<file path="src/common/rail_override_pkg.sv">
// Package: register map, field positions, rail indices and carrier types for the override bank
package rail_override_pkg;

  // ****************************************************************
  // Register offsets
  // ****************************************************************
  localparam logic [7:0] STEP_DOWN_CTRL_ADDR = 8'h9C;
  localparam logic [7:0] FORCE_OFF_ADDR      = 8'h9F;
  localparam logic [7:0] FORCE_ON_FIRST_ADDR = 8'hA0;
  localparam logic [7:0] FORCE_ON_LEVEL_ADDR = 8'hA1;

  // ****************************************************************
  // Field positions
  // ****************************************************************
  localparam int SD_FORCE_OFF_LSB   = 0;  // Step-down 1..3 force-off, bits 2:0
  localparam int SD_MODE_LSB        = 3;  // Step-down 1..3 mode, bits 5:3
  localparam logic [7:0] SD_CTRL_RW_MASK  = 8'h3F;
  localparam int OFF_TERM_BIT       = 4;
  localparam int OFF_SW_A1_BIT      = 5;
  localparam int OFF_SW_B1_BIT      = 6;
  localparam int OFF_SHARED_BIT     = 7;
  localparam int ON2_LDO3_BIT       = 0;
  localparam int ON2_SW_B1_BIT      = 1;
  localparam int ON2_SHARED_BIT     = 2;
  localparam int ON2_TERM_BIT       = 3;
  localparam int LEVEL_LSB          = 4;  // General outputs 1..4 on bits 7:4

  // ****************************************************************
  // Rail indices on the enable vectors
  // ****************************************************************
  localparam int RAIL_COUNT   = 13;
  localparam int RAIL_SW_A1   = 6;
  localparam int RAIL_LDO2    = 7;
  localparam int RAIL_LDO3    = 8;
  localparam int RAIL_SW_B1   = 9;
  localparam int RAIL_SW_B2   = 10;
  localparam int RAIL_LDO1    = 11;
  localparam int RAIL_TERM    = 12;
  localparam int GPO_COUNT    = 4;

  // ****************************************************************
  // Reset values and carriers
  // ****************************************************************
  localparam logic [7:0] REG_RESET = 8'h00;

  typedef struct packed {
    logic [7:0] force_on_level;  // 0xA1
    logic [7:0] force_on_first;  // 0xA0
    logic [7:0] force_off;       // 0x9F
    logic [7:0] step_down_ctrl;  // 0x9C
  } reg_image_t;

  typedef struct packed {
    logic       shared_is_b2;    // Shared bits steer load switch B2, else aux LDO 1
    logic [3:0] gpo_host;        // Output is host-controlled rather than power-good tree
    logic [2:0] gpo_push_pull;   // Outputs 1..3 push-pull when set; output 4 is always open-drain
  } otp_config_t;

  typedef struct packed {
    reg_image_t                  regs;
    logic                        load_pending;
    logic [7:0]                  rdata;
    logic [RAIL_COUNT-1:0]       rail_en;
    logic [GPO_COUNT-1:0]        gpo_level;
    logic [GPO_COUNT-1:0]        gpo_oe;
  } state_t;

endpackage : rail_override_pkg

</file>
<file path="src/design/rail_enable_override_regs.sv">
// Rail force-off / force-on override registers and host-controlled general outputs
`timescale 1ns/1ps

module rail_enable_override_regs (
  input  wire logic                                     CLK_IN,
  input  wire logic                                     RST_IN,
  input  wire logic                                     REG_WR_IN,
  input  wire logic                                     REG_RD_IN,
  input  wire logic [7:0]                               REG_ADDR_IN,
  input  wire logic [7:0]                               REG_WDATA_IN,
  input  wire rail_override_pkg::reg_image_t            OTP_IMAGE_IN,
  input  wire rail_override_pkg::otp_config_t           OTP_CONFIG_IN,
  input  wire logic [2:0]                               EXT_FORCE_OFF_IN,
  input  wire logic [1:0]                               AUX_FORCE_OFF_IN,
  input  wire logic [rail_override_pkg::RAIL_COUNT-1:0] SEQ_EN_IN,
  input  wire logic [rail_override_pkg::GPO_COUNT-1:0]  PG_TREE_IN,
  output logic [7:0]                                    REG_RDATA_OUT,
  output logic [rail_override_pkg::RAIL_COUNT-1:0]      RAIL_EN_OUT,
  output logic [rail_override_pkg::GPO_COUNT-1:0]       GPO_OUT,
  output logic [rail_override_pkg::GPO_COUNT-1:0]       GPO_OE_OUT
);
  import rail_override_pkg::*;

  state_t state_reg;
  state_t state_next;
  logic [RAIL_COUNT-1:0] off_vec;
  logic [RAIL_COUNT-1:0] on_vec;
  logic [GPO_COUNT-1:0]  lvl_sel;
  logic [GPO_COUNT-1:0]  pp_vec;

  // ****************************************************************
  // Helpers
  // ****************************************************************
  // Effective enable of one rail: force-off gates everything
  function automatic logic rail_enable(input logic off_n, input logic on, input logic seq);
    rail_enable = off_n & (on | seq);
  endfunction : rail_enable

  // Register read mux, used only for the host read data path
  function automatic logic [7:0] read_reg(input reg_image_t r, input logic [7:0] a);
    unique case (a)
      STEP_DOWN_CTRL_ADDR: read_reg = r.step_down_ctrl & SD_CTRL_RW_MASK;
      FORCE_OFF_ADDR:      read_reg = r.force_off;
      FORCE_ON_FIRST_ADDR: read_reg = r.force_on_first;
      FORCE_ON_LEVEL_ADDR: read_reg = r.force_on_level;
      default:             read_reg = REG_RESET;   // Unmapped offsets read as zero
    endcase
  endfunction : read_reg

  // ****************************************************************
  // Per-rail force vectors
  // ****************************************************************
  // Unselected half of the shared pair sees no override at all, so it
  // stays under pure pin/sequencer control
  always_comb begin
    off_vec = '1;
    on_vec  = '0;
    off_vec[2:0] = state_reg.regs.step_down_ctrl[SD_FORCE_OFF_LSB +: 3];
    off_vec[5:3] = EXT_FORCE_OFF_IN;
    off_vec[RAIL_LDO2] = AUX_FORCE_OFF_IN[0];
    off_vec[RAIL_LDO3] = AUX_FORCE_OFF_IN[1];
    off_vec[RAIL_SW_B1] = state_reg.regs.force_off[OFF_SW_B1_BIT];
    off_vec[RAIL_SW_A1] = state_reg.regs.force_off[OFF_SW_A1_BIT];
    off_vec[RAIL_TERM] = state_reg.regs.force_off[OFF_TERM_BIT];
    on_vec[7:0] = state_reg.regs.force_on_first;
    on_vec[RAIL_LDO3] = state_reg.regs.force_on_level[ON2_LDO3_BIT];
    on_vec[RAIL_SW_B1] = state_reg.regs.force_on_level[ON2_SW_B1_BIT];
    on_vec[RAIL_TERM] = state_reg.regs.force_on_level[ON2_TERM_BIT];
    if (OTP_CONFIG_IN.shared_is_b2) begin
      off_vec[RAIL_SW_B2] = state_reg.regs.force_off[OFF_SHARED_BIT];
      on_vec[RAIL_SW_B2]  = state_reg.regs.force_on_level[ON2_SHARED_BIT];
    end else begin
      off_vec[RAIL_LDO1] = state_reg.regs.force_off[OFF_SHARED_BIT];
      on_vec[RAIL_LDO1]  = state_reg.regs.force_on_level[ON2_SHARED_BIT];
    end
  end

  // Output 4 is always open-drain; 1..3 per factory setting
  assign pp_vec  = {1'b0, OTP_CONFIG_IN.gpo_push_pull};
  // Host-owned outputs take the level bit, the rest follow their tree
  assign lvl_sel = (state_reg.regs.force_on_level[LEVEL_LSB +: GPO_COUNT] &
                    OTP_CONFIG_IN.gpo_host)
                 | (PG_TREE_IN & ~OTP_CONFIG_IN.gpo_host);

  // ****************************************************************
  // Next state
  // ****************************************************************
  always_comb begin
    state_next = state_reg;
    state_next.load_pending = 1'b0;
    if (state_reg.load_pending) begin
      // Factory image loaded one cycle after reset; tree-owned level bits cleared
      state_next.regs = OTP_IMAGE_IN;
      state_next.regs.step_down_ctrl = OTP_IMAGE_IN.step_down_ctrl & SD_CTRL_RW_MASK;
      state_next.regs.force_on_level[LEVEL_LSB +: GPO_COUNT] =
        OTP_IMAGE_IN.force_on_level[LEVEL_LSB +: GPO_COUNT] & OTP_CONFIG_IN.gpo_host;
    end else if (REG_WR_IN) begin
      unique case (REG_ADDR_IN)
        STEP_DOWN_CTRL_ADDR: state_next.regs.step_down_ctrl = REG_WDATA_IN & SD_CTRL_RW_MASK;
        // Reserved low nibble is stored as written; host keeps it at zero
        FORCE_OFF_ADDR:      state_next.regs.force_off = REG_WDATA_IN;
        FORCE_ON_FIRST_ADDR: state_next.regs.force_on_first = REG_WDATA_IN;
        FORCE_ON_LEVEL_ADDR: state_next.regs.force_on_level = REG_WDATA_IN;
        default: ;
      endcase
    end
    if (REG_RD_IN) begin
      state_next.rdata = read_reg(state_reg.regs, REG_ADDR_IN);
    end
    // Enables are all forced off until the factory image has landed
    for (int i = 0; i < RAIL_COUNT; i++) begin
      state_next.rail_en[i] = rail_enable(off_vec[i], on_vec[i], SEQ_EN_IN[i]) &
                              ~state_reg.load_pending;
    end
    // Open-drain drives only for low; push-pull always drives
    state_next.gpo_level = lvl_sel;
    state_next.gpo_oe    = pp_vec | ~lvl_sel;
  end

  // ****************************************************************
  // State register
  // ****************************************************************
  always_ff @(posedge CLK_IN) begin
    if (RST_IN) begin
      state_reg <= '0;
      state_reg.load_pending <= 1'b1;
    end else begin
      state_reg <= state_next;
    end
  end

  assign REG_RDATA_OUT = state_reg.rdata;
  assign RAIL_EN_OUT   = state_reg.rail_en;
  assign GPO_OUT       = state_reg.gpo_level;
  assign GPO_OE_OUT    = state_reg.gpo_oe;
endmodule : rail_enable_override_regs

</file>
<file path="config.mk">
export PLATFORM = sky130hd
export DESIGN_NAME = rail_enable_override_regs
export DESIGN_NICKNAME = d
export VERILOG_FILES = /design/src/common/rail_override_pkg.sv /design/src/design/rail_enable_override_regs.sv
export SDC_FILE = /design/constraint.sdc
export NUM_CORES = 1
export LEC_CHECK = 0
export BUFFER_PORTS_ARGS = -buffer_cell sky130_fd_sc_hd__buf_2
export CAP_MARGIN = 20
export CORE_MARGIN = 2
export CORE_UTILIZATION = 40
export DETAILED_ROUTE_END_ITERATION = 8
export GPL_TIMING_DRIVEN = 0
export PLACE_DENSITY = 0.67
export SLEW_MARGIN = 20
export SYNTH_ARGS = -nofsm -noshare
export SYNTH_HDL_FRONTEND = slang
export SYNTH_SLANG_ARGS = --single-unit
</file>
<file path="constraint.sdc">
create_clock -name CLK_IN -period 2.8 [get_ports CLK_IN]
set_input_delay 0.14 -clock CLK_IN [delete_from_list [all_inputs] [get_ports CLK_IN]]
set_output_delay 0.14 -clock CLK_IN [all_outputs]
set_load 0.05 [all_outputs]
</file>
==> metrics <==
vias in the first global route=2660; WL met2=4230 um; Final TNS setup=0 ps; CP dominant cell by count=clkbuf_1; GR Util All Layers=21.6%; Vias/cell=5.20; top routing layer in use=met4; total routed wirelength=8570 um; data required time at the worst endpoint=3050 ps; CTS Root Cell=clkbuf_8; Fmax=0.625 GHz; CTS tree=done; max FFs per register=14; DRT Pass-1 Iters=4; final core occ=52.9%; RSZ-0062 raised after global routing=false; Post-DP HPWL=6680 um; initial antenna violation count=0; pin count of the biggest net entering global routing=11; max incr delay on CP=470 ps; clock skew=6.66 ps; worst hold slack=13.5 ps; # setup viols final=0; startpoint class of the critical path=flip-flop; dominant cell type by area after synthesis=dfxtp_1; metal1 wirelength=3720 um; clock sinks=60; Worst Path Arrival=1850 ps; register area share after synthesis=41.4%; # rows=31; drt drc=0; worst path cell trace=clkbuf_1 > clkbuf_1 > a31oi_1 > a221oi_1; DR vias=2907; Initial Util=40.7%; GRT Residual Overflow=0; dpl cells=542; Final period util=57.2%; Chip Height=89.2 um; slew of the pin with the lowest slew margin=535 ps; min Tclk post-route=1600 ps; ys async rst share=0%; Layout Area Growth over Synthesis=30.2%; clock buffer depth=2; Ys Warns=0; Hold Crit Class=in -> reg; register bit total from synthesis=60; drt wl/cell=15.3 um; top cell type's share of synthesized area=41.4%; Slew Viols, Final=0; final hold vios=0; Netlist cell types=38; Pwr Density=534 mW/mm^2; Max FO, Critical Path=10; max_slew headroom=64.4%; Skew-Pair Late Insertion Delay=340 ps; Post-CTS Resized=0; nets=537; ant diodes=0; maximum vdd drop=0.000219 V; Worst setup EP type=flip-flop; syn_area_per_cell=8.66 sq um; leak pwr=1.73 nW; maxcap violations=0; die width=89.2 um; Max stage delay cell, worst path=clkbuf_1; global-route wire length before repair=12900 um; Power Total=2.02 mW; Clock Pin Slew Worst Setup and Hold Paths=70 ps; Layout Cells excl Fill=559; Setup Fix Bufs, Post-CTS=0; Initial DRC Count=235; layout cells sized above 1=36.3%; Die ar.=0.00795 sq mm; GPL Wtd Cong=0.879; Post-Syn Nets=417; CTS Buf Count=9; Main synth FF type=dfxtp_1; CORE AREA=0.00714 sq mm; Fill cells=740; port bufs=108; number of nets with antenna violations after routing=0; Area contributors post-synth=dfxtp_1 (41%), buf_4 (7.8%), a221oi_1 (5.1%), mux2i_1 (4.1%), nand2_1 (3.9%); met3 WL=525 um; Mapped Area=0.00290 sq mm; I/O Pins=111; H-tree depth=3; Crit Path Class=reg -> reg; outcome=completed; Post-synth EDFFs=0; instance count of the mapped netlist=335
==> cells in the mapped netlist (4+ instances only) <==
cell      instances
dfxtp_1          60
buf_4            30
nand2_1          30
nor2_1           25
inv_1            19
o21ai_0          19
a221oi_1         17
nor3_1           13
clkbuf_1         12
mux2i_1          12
nor2b_1          10
a31oi_1           9
nor4_1            9
a41oi_1           8
nor3b_1           8
o22a_1            8
a21oi_1           6
a22oi_1           6
nand3b_1          6
nand3_1           5
buf_2             4
==> repair_timing <==
item	in CTS	in global routing
hold buffers	1	0
setup endpoints to repair	0	0
endpoints found under the hold margin	1	0
==> cell usage in the layout (no fill, tap or decap), drive strengths merged, types with 2 or more instances in the layout <==
| cell | netlist | layout |
|---|---|---|
| nor4 | 9 | 9 |
| clkinv | 0 | 2 |
| dfxtp | 60 | 60 |
| nand3b | 6 | 6 |
| a31oi | 9 | 9 |
| buf | 36 | 144 |
| nor2 | 25 | 25 |
| nor3b | 9 | 9 |
| a22oi | 6 | 6 |
| and2 | 3 | 3 |
| o22a | 8 | 8 |
| a41oi | 8 | 8 |
| a21oi | 6 | 6 |
| nand2 | 30 | 30 |
| clkbuf | 13 | 25 |
| mux2i | 12 | 12 |
| inv | 19 | 19 |
| nor3 | 13 | 13 |
| a221oi | 17 | 17 |
| o21ai | 19 | 19 |
| nand3 | 6 | 6 |
| nor2b | 10 | 10 |
==> cell type report <==
| class | count | area, sq um | area share, % |
|---|---|---|---|
| Buffer | 49 | 320 | 8.48 |
| Clock buffer | 12 | 155 | 4.11 |
| Clock inverter | 4 | 47.5 | 1.26 |
| Inverter | 19 | 71.3 | 1.89 |
| Multi-Input combinational cell | 207 | 1310 | 34.6 |
| Sequential cell | 60 | 1200 | 31.8 |
| Tap cell | 99 | 124 | 3.28 |
| Timing Repair Buffer | 109 | 551 | 14.6 |
==> worst max-delay path, delay by kind of cell, from the launching register on <==
family / cells / cell delay (ps)
compound gates: 2 / 400
buf+inv: 2 / 810
flops: 1 / 310
==> final timing paths <==
| check | slack [ps] | end | start | depth (start not counted) |
|---|---|---|---|---|
| worst max register to register | 1200 | off_vec[0]$_SDFFE_PP0P_ | state_reg[29]$_DFF_P_ | 4 |
| worst max-delay path | 1200 | off_vec[0]$_SDFFE_PP0P_ | state_reg[29]$_DFF_P_ | 4 |
| worst min register to register | 460 | REG_RDATA_OUT[5]$_SDFFE_PP0P_ | REG_RDATA_OUT[5]$_SDFFE_PP0P_ | 2 |
| worst min-delay path | 10 | GPO_OE_OUT[2]$_SDFF_PP0_ | OTP_CONFIG_IN[2] | 3 |
==> metrics by stage <==
stage / cell area [sq um] / setup WS, ps
floorplan: 2900 / 1500
global placement: 3570 / 1080
detailed placement: 3570 / 1080
CTS: 3780 / 1160
global route: 3780 / 1040
finish: 3780 / 1200
==> report_power, final <==
part	leakage, nW	internal (mW)	switching [mW]
logic	1.13	0.125	0.172
registers	0.494	0.896	0.0284
clock network	0.102	0.457	0.340
total	1.73	1.48	0.540
==> kinds of logic after synthesis <==
| kind of cell | share of synthesized area [%] |
|---|---|
| and+or+nand+nor | 22.1 |
| muxes | 4.14 |
| DFF | 41.4 |
| buffers and inverters | 13.5 |
| AOI/OAI and AO/OA | 18.8 |
==> routing by layer <==
layer	GRT usage, %	vias to the layer above
li1	-	1422
met1	28.6	1377
met2	35.8	97
met3	3.32	11
met4	7.60	0
met5	0	-
No activity file was read; power rests on OpenSTA's default activity.
